## src/verilog/cbs_map.vh

```
`ifndef CBS_MAP_VH
`define CBS_MAP_VH
// ----------------------------------------------------------------------------
// Status register bit positions
// ----------------------------------------------------------------------------
`define CBS_FLAG_C 3'h0
`define CBS_FLAG_Z 3'h1
`define CBS_FLAG_N 3'h2
`define CBS_FLAG_V 3'h3
`define CBS_FLAG_S 3'h4
`define CBS_FLAG_H 3'h5
`define CBS_FLAG_T 3'h6
`define CBS_FLAG_I 3'h7
// ----------------------------------------------------------------------------
// Operation select codes on i_op
// ----------------------------------------------------------------------------
`define CBS_OP_NOP 4'h0
`define CBS_OP_CMP_IMMEDIATE 4'h1
`define CBS_OP_SKIP_REG_BIT_CLEAR 4'h2
`define CBS_OP_SKIP_REG_BIT_SET 4'h3
`define CBS_OP_SKIP_IO_BIT_CLEAR 4'h4
`define CBS_OP_SKIP_IO_BIT_SET 4'h5
`define CBS_OP_BRANCH_FLAG_SET 4'h6
`define CBS_OP_BRANCH_FLAG_CLEAR 4'h7
`define CBS_OP_BRANCH_SIGNED_GE 4'h8
`define CBS_OP_BRANCH_SIGNED_LT 4'h9
`define CBS_OP_LOAD_INDIRECT 4'hA
`define CBS_OP_LOAD_POST_INC 4'hB
`define CBS_OP_LOAD_PRE_DEC 4'hC
`define CBS_OP_LOAD_DISPLACED 4'hD
// ----------------------------------------------------------------------------
// Pointer pair select
// ----------------------------------------------------------------------------
`define CBS_PTR_X 2'h0
`define CBS_PTR_Y 2'h1
`define CBS_PTR_Z 2'h2
// ----------------------------------------------------------------------------
// Cycle counts
// ----------------------------------------------------------------------------
`define CBS_CYC_BRANCH_TAKEN 2'h2
`define CBS_CYC_LOAD 2'h2
`endif

```

## src/verilog/cbs_exec.v

```verilog
`timescale 1ns/1ns
// Overview of operation
// - Compare immediate subtracts constant, sets Z N V C H (and S), one cycle.
// - Register bit skip tests a bit, skips when clear or set, flags kept.
// - I/O bit skip tests an I/O bit, skips when clear or set, flags kept.
// - Skip passes whole next instruction: one or two extra cycles by its length.
// - Generic flag branch picks status bit by index, taken target PC+k+1.
// - Zero and carry branches are generic branches, 1 cycle untaken, 2 taken.
// - Signed branches test N xor V; minus and plus test N alone.
// - Half-carry branches test H, 1 or 2 cycles, no flags touched.
// - Transfer-bit branches test T, 1 or 2 cycles.
// - Overflow branches test V, same target and timing.
// - Interrupt-state branches test I, 1 or 2 cycles.
// - Indirect load reads memory at pointer in 2 cycles; post-inc bumps pointer.
// - Pre-decrement load decrements pointer first, reads new address, 2 cycles.
// - Displacement load reads Y or Z plus displacement, pointer unchanged.
`include "cbs_map.vh"
module cbs_exec #(
    parameter PC_W = 13
) (
    input wire i_sys_clk,
    input wire i_sys_rst,
    input wire i_issue,
    input wire [3:0] i_op,
    input wire [PC_W-1:0] i_pc,
    input wire [7:0] i_reg_val,
    input wire [7:0] i_imm,
    input wire [2:0] i_bit_sel,
    input wire [6:0] i_offset,
    input wire [7:0] i_io_val,
    input wire i_next_two_word,
    input wire [4:0] i_dest,
    input wire [1:0] i_ptr_sel,
    input wire [5:0] i_disp,
    input wire [15:0] i_ptr_val,
    input wire [7:0] i_mem_rdata,
    input wire [7:0] i_status_register,
    output wire o_busy,
    output reg o_flush,
    output reg o_pc_load,
    output reg [PC_W-1:0] o_pc_target,
    output reg o_flags_we,
    output reg [7:0] o_flags,
    output reg o_mem_rd,
    output reg [15:0] o_mem_addr,
    output reg o_ptr_we,
    output reg [1:0] o_ptr_sel,
    output reg [15:0] o_ptr_wdata,
    output reg o_reg_we,
    output reg [4:0] o_reg_addr,
    output reg [7:0] o_reg_wdata
);
    // ------------------------------------------------------------------------
    // Sequencer
    // ------------------------------------------------------------------------
    localparam ST_IDLE = 2'h0;
    localparam ST_WAIT = 2'h1;
    localparam ST_LOAD = 2'h2;

    reg [1:0] state;
    reg [1:0] wait_cnt;
    reg [4:0] load_dest;

    function [PC_W-1:0] rel_target;
        input [PC_W-1:0] pc;
        input [6:0] k;
        begin
            rel_target = pc + {{(PC_W-7){k[6]}}, k} + 1'b1;
        end
    endfunction

    // Instruction stays issued only in the idle state; extra cycles hold o_busy.
    assign o_busy = (state != ST_IDLE);

    wire take = i_issue && !o_busy;

    // ------------------------------------------------------------------------
    // Compare flags
    // ------------------------------------------------------------------------
    // The subtraction is one bit wider so that the borrow out of bit 7 is the carry.
    // Half-carry and overflow follow the borrow equations, so a compare leaves the
    // same flags as a subtract would while no register is written.
    wire [8:0] diff = {1'b0, i_reg_val} - {1'b0, i_imm};
    wire [7:0] res = diff[7:0];
    wire f_h = (~i_reg_val[3] & i_imm[3]) | (i_imm[3] & res[3]) | (res[3] & ~i_reg_val[3]);
    wire f_v = (i_reg_val[7] & ~i_imm[7] & ~res[7]) | (~i_reg_val[7] & i_imm[7] & res[7]);
    wire f_n = res[7];
    wire f_z = (res == 8'h00);
    wire f_c = diff[8];

    // ------------------------------------------------------------------------
    // Skip and branch decisions
    // ------------------------------------------------------------------------
    // The generic flag branches stand in for the named ones: the fetch side turns the
    // equal, carry, minus, half-carry, transfer, overflow and interrupt forms into an index.
    wire sel_bit = i_status_register[i_bit_sel];
    wire s_flag = i_status_register[`CBS_FLAG_N] ^ i_status_register[`CBS_FLAG_V];
    wire reg_bit = i_reg_val[i_bit_sel];
    wire io_bit = i_io_val[i_bit_sel];

    reg skip;
    reg branch;
    always @* begin
        skip = 1'b0;
        branch = 1'b0;
        case (i_op)
            `CBS_OP_SKIP_REG_BIT_CLEAR: skip = !reg_bit;
            `CBS_OP_SKIP_REG_BIT_SET: skip = reg_bit;
            `CBS_OP_SKIP_IO_BIT_CLEAR: skip = !io_bit;
            `CBS_OP_SKIP_IO_BIT_SET: skip = io_bit;
            `CBS_OP_BRANCH_FLAG_SET: branch = sel_bit;
            `CBS_OP_BRANCH_FLAG_CLEAR: branch = !sel_bit;
            `CBS_OP_BRANCH_SIGNED_GE: branch = !s_flag;
            `CBS_OP_BRANCH_SIGNED_LT: branch = s_flag;
            default: begin
                skip = 1'b0;
                branch = 1'b0;
            end
        endcase
    end

    // ------------------------------------------------------------------------
    // Load address
    // ------------------------------------------------------------------------
    // Pre-decrement reads at the new pointer value, so address and write-back share one
    // decrementer. The displacement form never writes the pointer back.
    wire is_load = (i_op == `CBS_OP_LOAD_INDIRECT) || (i_op == `CBS_OP_LOAD_POST_INC) ||
        (i_op == `CBS_OP_LOAD_PRE_DEC) || (i_op == `CBS_OP_LOAD_DISPLACED);
    wire [15:0] ptr_dec = i_ptr_val - 16'h0001;
    wire [15:0] ptr_inc = i_ptr_val + 16'h0001;

    reg [15:0] load_addr;
    always @* begin
        load_addr = i_ptr_val;
        if (i_op == `CBS_OP_LOAD_PRE_DEC) begin
            load_addr = ptr_dec;
        end else if (i_op == `CBS_OP_LOAD_DISPLACED) begin
            load_addr = i_ptr_val + {10'h000, i_disp};
        end
    end

    // ------------------------------------------------------------------------
    // Execution
    // ------------------------------------------------------------------------
    always @(posedge i_sys_clk or posedge i_sys_rst) begin
        if (i_sys_rst) begin
            state <= ST_IDLE;
            wait_cnt <= 2'h0;
            load_dest <= 5'h00;
            o_flush <= 1'b0;
            o_pc_load <= 1'b0;
            o_pc_target <= {PC_W{1'b0}};
            o_flags_we <= 1'b0;
            o_flags <= 8'h00;
            o_mem_rd <= 1'b0;
            o_mem_addr <= 16'h0000;
            o_ptr_we <= 1'b0;
            o_ptr_sel <= 2'h0;
            o_ptr_wdata <= 16'h0000;
            o_reg_we <= 1'b0;
            o_reg_addr <= 5'h00;
            o_reg_wdata <= 8'h00;
        end else begin
            o_flush <= 1'b0;
            o_pc_load <= 1'b0;
            o_flags_we <= 1'b0;
            o_mem_rd <= 1'b0;
            o_ptr_we <= 1'b0;
            o_reg_we <= 1'b0;
            case (state)
                ST_IDLE: begin
                    if (take && i_op == `CBS_OP_CMP_IMMEDIATE) begin
                        o_flags_we <= 1'b1;
                        o_flags <= {i_status_register[7:6], f_h, f_n ^ f_v, f_v, f_n, f_z, f_c};
                    end else if (take && skip) begin
                        o_pc_load <= 1'b1;
                        o_flush <= 1'b1;
                        // The fetch side reports the next instruction's length; it is unseen here.
                        o_pc_target <= i_pc + (i_next_two_word ? 3'h3 : 3'h2);
                        wait_cnt <= i_next_two_word ? 2'h2 : 2'h1;
                        state <= ST_WAIT;
                    end else if (take && branch) begin
                        o_pc_load <= 1'b1;
                        o_flush <= 1'b1;
                        o_pc_target <= rel_target(i_pc, i_offset);
                        wait_cnt <= `CBS_CYC_BRANCH_TAKEN - 2'h1;
                        state <= ST_WAIT;
                    end else if (take && is_load) begin
                        o_mem_rd <= 1'b1;
                        o_mem_addr <= load_addr;
                        load_dest <= i_dest;
                        o_ptr_sel <= i_ptr_sel;
                        if (i_op == `CBS_OP_LOAD_POST_INC) begin
                            o_ptr_we <= 1'b1;
                            o_ptr_wdata <= ptr_inc;
                        end else if (i_op == `CBS_OP_LOAD_PRE_DEC) begin
                            o_ptr_we <= 1'b1;
                            o_ptr_wdata <= ptr_dec;
                        end
                        state <= ST_LOAD;
                    end
                end
                // The issue cycle is the first cycle, so the count holds only the extra ones.
                // An issue offered meanwhile stays pending because o_busy is high.
                ST_WAIT: begin
                    wait_cnt <= wait_cnt - 2'h1;
                    if (wait_cnt == 2'h1) begin
                        state <= ST_IDLE;
                    end
                end
                ST_LOAD: begin
                    o_reg_we <= 1'b1;
                    o_reg_addr <= load_dest;
                    o_reg_wdata <= i_mem_rdata;
                    state <= ST_IDLE;
                end
                default: begin
                    state <= ST_IDLE;
                end
            endcase
        end
    end
endmodule

```

## config.mk

```make
export PLATFORM = sky130hd
export DESIGN_NAME = cbs_exec
export DESIGN_NICKNAME = d
export VERILOG_FILES = /design/src/verilog/cbs_exec.v
export VERILOG_INCLUDE_DIRS = /design/src /design/src/verilog
export SDC_FILE = /design/constraint.sdc
export NUM_CORES = 1
export LEC_CHECK = 0
export ABC_AREA = 1
export BUFFER_PORTS_ARGS = -buffer_cell sky130_fd_sc_hd__buf_2
export CAP_MARGIN = 5
export CORE_MARGIN = 10
export CORE_UTILIZATION = 55
export CTS_BUF_LIST = sky130_fd_sc_hd__clkbuf_4
export DETAILED_ROUTE_END_ITERATION = 6
export PLACE_DENSITY_LB_ADDON = 0.12
export SYNTH_ARGS = -nofsm -noshare
export SYNTH_HDL_FRONTEND = slang
export SYNTH_SLANG_ARGS = --single-unit
```

## constraint.sdc

```tcl
create_clock -name i_sys_clk -period 2.9 [get_ports i_sys_clk]
set_input_delay 0 -clock i_sys_clk [delete_from_list [all_inputs] [get_ports i_sys_clk]]
set_output_delay 0 -clock i_sys_clk [all_outputs]
set_load 0.01 [all_outputs]
```

# After elaboration in Yosys (flattened, before gate mapping)
# Index checks and enable logic that the tools add are counted.
# op_classes
addsub	8
magnitude_cmp	1
eq_ne	20
n_mux	45
n_bitwise	19
reduce_logical	25
# op_table
op	n
$mux 16	4
$mux 13	2
$eq 4x4->1 const B	6
$mux 1	23
$mux 2	9
$add 16x1->16 const B	1
$add 16x6->16	1
$eq 4x3->1 const B	4
$sub 16x1->16 const B	1
$add 13x1->13 const B	1
$add 13x13->13	1
$add 13x2->13	1
$bmux 1 s3	3
$reduce_and 3->1	3
$sub 8x8->9	1
$eq 4x2->1 const B	2
$logic_not 8->1	1
$pmux 1 s4	2
$pmux 2 s2	2
$reduce_bool 2->1	4
$and 1x1->1	7
$not 1->1	7
$reduce_and 6->1	1
$logic_and 1x1->1	5
other kinds (15)	26
# totals
reg_bits	82
inputBits	100
output_inout_bits	75
word_cells	133

# Longest topological paths before layout
# Gate-level depths: netlist (run 1).
# logic_depth
depth_word	10
ltp_mapped	16
mapped_depth_nobuf	16

# Worst setup path before layout (run 1)
# No wires, ideal clock.
# synth_path
path_type	in2reg
start	input port i_imm[2]
end	register o_flags[1]
setup_ns	0.076
t_arrival_ns	2.137
required_ns	2.824
setup_slack_ns	0.687
stages	16
n_path_buf	0
cell_sequence	inv_1 ha_1 nand2_1 o21ai_0 a21oi_1 o21ai_0 nand2_1 nand2_1 a21oi_1 fa_1 inv_1 nor2_1 nand4_1 a21oi_1 o21ai_1 o21ai_1
# synth_between
elab_chain_cells	2
# synth_rtl
element	line_no	text
start, declared	cbs_exec.v:27	input wire [7:0] i_imm,
$sub 8x8->9	cbs_exec.v:83	wire [8:0] diff = {1'b0, i_reg_val} - {1'b0, i_imm};
$logic_not 8->1	cbs_exec.v:88	wire f_z = (res == 8'h00);
end signal, assigned	cbs_exec.v:174	o_flags <= {i_status_register[7:6], f_h, f_n ^ f_v, f_v, f_n, f_z, f_c};
end, declared	cbs_exec.v:43	output reg [7:0] o_flags,
# No other way between the ends.
# A chain may end at the register's enable or synchronous reset.

# Worst setup path in the final report (run 1)
# layout_path
start	register state[0]
end	register o_ptr_wdata[9]
# layout_between
elab_chain_cells	6
word_cells_on_any_way	12
cone_classes	bitwise (3); reduce/logical (9)
# layout_rtl
element	line_no	text
start, declared	cbs_exec.v:60	reg [1:0] state;
start signal, assigned	cbs_exec.v:147	state <= ST_IDLE;
start signal, assigned	cbs_exec.v:181	state <= ST_WAIT;
start signal, assigned	cbs_exec.v:187	state <= ST_WAIT;
$reduce_bool 2->1	cbs_exec.v:73	assign o_busy = (state != ST_IDLE);
$logic_not 1->1	cbs_exec.v:75	wire take = i_issue && !o_busy;
$logic_and 1x1->1	cbs_exec.v:75	
$logic_and 1x1->1, on equally long branches	--	
$not 1->1 (no source line)	--	
$reduce_and 6->1 (no source line) *	--	
end signal, assigned	cbs_exec.v:195	o_ptr_wdata <= ptr_inc;
end signal, assigned	cbs_exec.v:198	o_ptr_wdata <= ptr_dec;
end, declared	cbs_exec.v:48	output reg [15:0] o_ptr_wdata,
# Every way passes the cells marked *; elsewhere a longest branch is shown, timed or not.

==> impl_metrics.yaml, run 1 <==
synth:
  synth-async-reset-ratio: 1.00
  synth_edf_count: 0
  synth_area_per_cell_sq_um: 7.01
  synth_warnings: 0
  ys_ff_latch: 82
  yosysSeqAreaShare: 0.332
  synthesis.instances: 882
  synth_area_sq_um: 6180
  ys_types: 45
  synthesis.nets: 1020
  synth_flop_cell: "dfrtp_1"
cells_and_area:
  final_common_cell: "nand2_1"
  fillers: 949
  drive_gt1_frac: 0.205
  finalNetCount: 1253
  fin_area_sq_um: 7950
  layout.cells.non_filler: 1261
  final_cell_mix: "267 x nand2_1, 174 x buf_2, 100 x inv_1"
  areaGrowthSynthToFinish_pct: 28.5
worst_hold_path:
  hold_class: "input port to register"
  min_path_cells: 4
pwr:
  p_per_area_nw_per_um2: 588
  ir_drop_v: 0.000400
  seqPwrFrac: 0.405
  clkPwrFrac: 0.159
  leakagePower_nw: 4.33
  comb_power_share: 0.436
  internal-power_mw: 2.69
  p_sw_frac: 0.423
  net-switching-power_mw: 1.98
timing:
  hold_viol_final: 0
  rsz0062_at_grt: "no"
  clock.fmax_mhz: 385
  fin_tns_setup_ns: 0
  finalCritPeriodShare: 0.896
  finalCriticalPeriod_ns: 2.60
  slew_headroom: 0.387
  drv_slew: 0
  worst_pin_slew_ns: 0.916
  setup_violations: 0
  clock_skew_ns: 0.0167
clock_tree:
  cts_buffer_depth: 2
  ctsResizeCount: 0
  tritoncts: "done"
  h-tree-depth: 3
  post_cts_buffers: 0
  clkTransAtPathRegs_ns: 0.17
  clock_sinks: 82
  clkLatencyLatePin_ns: 0.50
  cts_buffers: 9
  root_buffer: "clkbuf_4"
floorplan:
  dieWidth_um: 126
  rows: 38
  start_util: 0.566
  fp.dieArea_sq_um: 15900
  io_pins: 175
  die_h_um: 126
  fp.coreArea_sq_um: 10900
critical_path:
  path_cells: "nor2_1 > nand2_1 > inv_1 > nand2_1 > a21oi_2 > buf_4 > nor2_1 > a31oi_1 > dlygate4sd3_1"
  reg2reg_depth: 9
  max_stage_delay_ns: 0.57
  crit_required_ns: 3.34
  crit_type: "register to register"
  cp_max_fo: 21
  crit_buf_inv: 3
  end_kind: "register"
  critPathArrivalTime_ns: 3.03
  cp_slowest_cell: "dlygate4sd3_1"
  crit_cells: 9
  startpoint_type: "register"
  critPathTopFamily: "buffers and inverters"
drt:
  post_drt_wl_per_cell_um: 14.6
  totalWireLength_mm: 18.5
  drc: 0
  firstDrtPassIters: 5
  drtIter0Drc: 580
  routed-via-count: 6510
  viasPerCell: 5.16
  ant_nets: 0
placement:
  placedCellCount: 1178
  placed_cell_area_sq_um: 7140
  gp_congestion: 0.931
  port_buffers: 174
  detailed_place_hpwl_mm: 14.0
global_route:
  grt_pass1_vias: 6423
  grt_pass1_wl_mm: 30.8
  grt_start_max_net_pins: 46
  track_usage: 0.230
  overflow: 0
  antenna_found_initial: 1
job:
  cap_violations: 0
status:
  status: "complete, no violations"
[cell usage after synthesis (2+ instances only)]
cell type,instances,area [sq um]
a21oi_1,38,190
a21oi_2,2,17.5
a22oi_1,2,15.0
a31oi_1,16,100
buf_2,13,65.1
buf_4,2,15.0
buf_6,2,22.5
clkbuf_1,7,26.3
dfrtp_1,82,2050
fa_1,5,100
ha_1,33,413
inv_1,101,379
inv_2,3,11.3
nand2_1,267,1000
nand2_2,10,62.6
nand2_4,2,22.5
nand3_1,63,315
nand4_1,10,62.6
nor2_1,75,282
nor2_2,3,18.8
nor3_1,10,50.1
nor3_4,2,32.5
nor4_1,2,12.5
o211ai_1,3,22.5
o21a_1,2,15.0
o21ai_0,55,275
o21ai_1,7,35.0
o22ai_1,4,25.0
or2_2,3,18.8
xnor2_1,9,78.8
xor2_1,35,307
[through the flow]
stage / hold slack, ns / power, mW / setup WS (ns) / util
detailed placement: 0.154 / 3.88 / 0.336 / 0.653
global placement: 0.145 / 3.84 / 0.441 / 0.653
floorplan: 0.110 / 3.06 / 0.687 / -
finish: 0.0143 / 4.67 / 0.301 / 0.727
global route: 0.0906 / 5.03 / 0.0656 / 0.727
CTS: 0.00284 / 4.70 / 0.284 / 0.727
[kinds of logic after synthesis]
| group | Yosys count | synth area share |
|---|---|---|
| compound gates | 135 | 0.120 |
| fa+ha+maj | 38 | 0.0829 |
| flops | 82 | 0.332 |
| xor+xnor | 44 | 0.0623 |
| simple gates | 452 | 0.313 |
| buf+inv | 131 | 0.0894 |
[worst register-to-register path, delay by kind of cell, from the launching register on]
| family | cells | cell delay, ns |
|---|---|---|
| AO/OA/AOI/OAI | 2 | 0.34 |
| buffers and inverters | 3 | 1.05 |
| flip-flops | 1 | 0.44 |
| AND/OR/NAND/NOR | 4 | 0.72 |
[state kept, by name (all words and copies together), names as in the netlist, 2 cells and up]
| register | cells |
|---|---|
| load_dest | 5 |
| o_flags | 8 |
| o_mem_addr | 16 |
| o_pc_target | 13 |
| o_ptr_sel | 2 |
| o_ptr_wdata | 16 |
| o_reg_addr | 5 |
| o_reg_wdata | 8 |
| state | 2 |
| wait_cnt | 2 |
[layout make-up]
cell class | count | area (sq um) | share of cell area
diodes | 1 | 2.50 | 0.000315
clock buffers | 9 | 67.6 | 0.00850
clock inverters | 7 | 81.3 | 0.0102
inverters | 105 | 400 | 0.0504
multi-input cells | 669 | 3580 | 0.450
flip-flops and latches | 82 | 2050 | 0.258
well taps | 140 | 175 | 0.0220
repair buffers | 248 | 1590 | 0.200
[path summary, 6_finish.rpt]
path | slack (ns) | to | from
worst max-delay path | 0.30 | o_ptr_wdata[9] | state[0]
worst min-delay path | 0.01 | o_flags[1] | i_reg_val[5]
worst max register to register | 0.30 | o_ptr_wdata[9] | state[0]
worst min register to register | 0.49 | o_reg_wdata[6] | o_reg_wdata[6]
max in group asynchronous | 2.01 | o_ptr_wdata[5] | i_sys_rst
min in group asynchronous | 0.12 | o_reg_wdata[4] | i_sys_rst
[power by group through the flow]
| stage | Combinational (mW) | Clock, mW | Sequential [mW] |
|---|---|---|---|
| after global placement | 1.93 | 0 | 1.90 |
| final | 2.04 | 0.742 | 1.89 |
| after floorplan | 0.943 | 0 | 2.11 |
| after detailed placement | 1.97 | 0 | 1.91 |
| after global routing | 2.28 | 0.797 | 1.95 |
| after CTS | 2.06 | 0.749 | 1.89 |
[repair_timing]
action,in CTS,in global routing
hold buffers,66,0
setup endpoints to repair,0,0
hold endpoints to repair,107,0
[per-layer routing]
layer / wire length [um] / vias to the layer above / track usage
li1: - / 3314 / -
met3: 1210 / 29 / 0.0512
met5: 0 / - / 0
met2: 8690 / 207 / 0.378
met1: 8190 / 2960 / 0.291
met4: 381 / 0 / 0.0831
No activity file was read; power rests on OpenSTA's default activity.
==> run 2, diff against run 1 <==
--- a/config.mk
+++ b/config.mk
@@ -9,11 +9,12 @@
 export ABC_AREA = 1
 export BUFFER_PORTS_ARGS = -buffer_cell sky130_fd_sc_hd__buf_2
 export CAP_MARGIN = 5
-export CORE_MARGIN = 10
+export CORE_MARGIN = 4
 export CORE_UTILIZATION = 55
 export CTS_BUF_LIST = sky130_fd_sc_hd__clkbuf_4
 export DETAILED_ROUTE_END_ITERATION = 6
 export PLACE_DENSITY_LB_ADDON = 0.12
+export SLEW_MARGIN = 20
 export SYNTH_ARGS = -nofsm -noshare
 export SYNTH_HDL_FRONTEND = slang
 export SYNTH_SLANG_ARGS = --single-unit
==> impl_metrics.yaml, run 2 (synthesis gave the netlist of run 1 again) <==
critical_path:
  reg2reg_depth: 9
  path_common_cell: "nand3_1"
  path_cells: "dlygate4sd3_1 > buf_2 > ha_1 > fa_1 > nand3_1 > nand3_1 > inv_1 > o22ai_1 > nand2_1 > o21ai_0 > nand3_1 > dlygate4sd3_1 > a21oi_1"
  crit_required_ns: 3.32
  r2r_end: "o_mem_addr[4]"
  timing.rr.start: "state[0]"
  crit_type: "input port to register"
  startpoint_type: "input port"
  cp_max_fo: 7
  max_stage_delay_ns: 0.58
  cp_slowest_cell: "dlygate4sd3_1"
  rrSetupSlack_ns: 0.81
  critPathTopFamily: "buffers and inverters"
  setup.worst_path.start: "i_ptr_val[0]"
  end_kind: "register"
  critPathArrivalTime_ns: 2.82
  crit_buf_inv: 4
pwr:
  net-switching-power_mw: 1.92
  clkPwrFrac: 0.155
  leakagePower_nw: 4.29
  p_per_area_nw_per_um2: 585
  ir_drop_v: 0.000399
  p_sw_frac: 0.418
  seqPwrFrac: 0.410
  internal-power_mw: 2.67
  comb_power_share: 0.435
status:
  status: "complete, no violations"
cells_and_area:
  final_cell_mix: "267 x nand2_1, 174 x buf_2, 100 x inv_1"
  drive_gt1_frac: 0.206
  final_common_cell: "nand2_1"
  fin_area_sq_um: 7860
  areaGrowthSynthToFinish_pct: 27.0
  finalNetCount: 1244
  multi_input_area_sq_um: 3580
  top_regs: "o_mem_addr: 16 flops, o_ptr_wdata: 16 flops, o_pc_target: 13 flops"
  regArea_sq_um: 2050
  fillers: 961
  diodes: 0
floorplan:
  fp.coreArea_sq_um: 10900
  fp.dieArea_sq_um: 13000
  rows: 38
  io_pins: 175
  dieWidth_um: 114
  die_h_um: 114
  start_util: 0.566
worst_hold_path:
  hold_end: "o_pc_target[1]"
  worstHoldStart: "i_offset[1]"
  hold_class: "input port to register"
  min_path_cells: 6
clock_tree:
  clkTransAtPathRegs_ns: 0.18
  clock_sinks: 82
  post_cts_buffers: 0
  clkLatencyLatePin_ns: 0.47
  h-tree-depth: 3
  tritoncts: "done"
  cts_buffer_depth: 2
  root_buffer: "clkbuf_4"
  cts_buffers: 9
timing:
  clock.fmax_mhz: 416
  worst_pin_slew_ns: 0.671
  setup_violations: 0
  hold_ws_ns: 0.0324
  drv_slew: 0
  slew_headroom: 0.549
  finalCritPeriodShare: 0.828
  clock_skew_ns: 0.0420
  fin_tns_setup_ns: 0
  rsz0062_at_grt: "no"
  finalCriticalPeriod_ns: 2.40
  hold_viol_final: 0
global_route:
  track_usage: 0.270
  antenna_found_initial: 0
  grt_start_max_net_pins: 37
  overflow: 0
  grt_pass1_vias: 6200
  grt_pass1_wl_mm: 28.4
drt:
  drtIter0Drc: 573
  post_drt_wl_per_cell_um: 13.9
  ant_nets: 0
  viasPerCell: 5.18
  totalWireLength_mm: 17.4
  firstDrtPassIters: 5
  drc: 0
  routed-via-count: 6483
job:
  cap_violations: 0
placement:
  detailed_place_hpwl_mm: 13.0
  gp_congestion: 0.909
  port_buffers: 174
  placed_cell_area_sq_um: 7130
-- run 2: what timing repair did --
item                                   CTS  global route
resized for setup                        0             0
hold buffers                            58             0
endpoints found under the hold margin   93             0
-- run 2: power groups by stage --
stage               registers [mW]  logic [mW]  clock network [mW]
CTS                           1.88        2.00               0.722
global route                  1.95        2.25               0.765
global placement              1.90        1.90                   0
detailed placement            1.91        1.93                   0
floorplan                     2.11       0.943                   0
finish                        1.89        2.00               0.712
-- run 2: per-stage QoR --
step / util / worst slack [ns] / power [mW] / std cells
3_5_place_dp: 0.652 / 0.338 / 3.84 / 1177
3_3_place_gp: 0.652 / 0.422 / 3.80 / 1177
4_1_cts: 0.718 / 0.555 / 4.61 / 1251
5_1_grt: 0.718 / 0.321 / 4.96 / 1251
6_report: 0.718 / 0.499 / 4.60 / 1251
2_1_floorplan: - / 0.687 / 3.06 / 882
-- run 2: layer usage --
metal	GRT usage	share of wire	vias up	wire length (um)
met1	0.348	0.43	2927	7570
met3	0.0472	0.064	32	1110
met4	0.0958	0.022	0	388
li1	-	-	3291	-
met5	0	0	-	0
met2	0.456	0.48	233	8370
-- run 2: worst max-delay path by stage --
stage                      to  depth (start not counted)
2_1_floorplan      o_flags[1]                         16
3_3_place_gp       o_flags[1]                         16
3_5_place_dp       o_flags[1]                         16
4_1_cts        o_mem_addr[10]                         13
5_1_grt        o_mem_addr[10]                         13
6_report       o_mem_addr[10]                         13
-- run 2: cell type report --
cell class,instances,share of cell area
Clock buffer,9,0.00860
Clock inverter,7,0.00972
Inverter,105,0.0510
Multi-Input combinational cell,669,0.456
Sequential cell,82,0.261
Tap cell,140,0.0223
Timing Repair Buffer,239,0.191
-- run 2: worst reg2reg max path: stages, from the launching register on --
cell,delay [ns]
dfrtp_1,0.44
nor2_1,0.18
nand2_1,0.15
inv_1,0.23
nand2_1,0.15
buf_4,0.24
inv_1,0.08
buf_4,0.31
nor2_1,0.08
a41oi_1,0.18
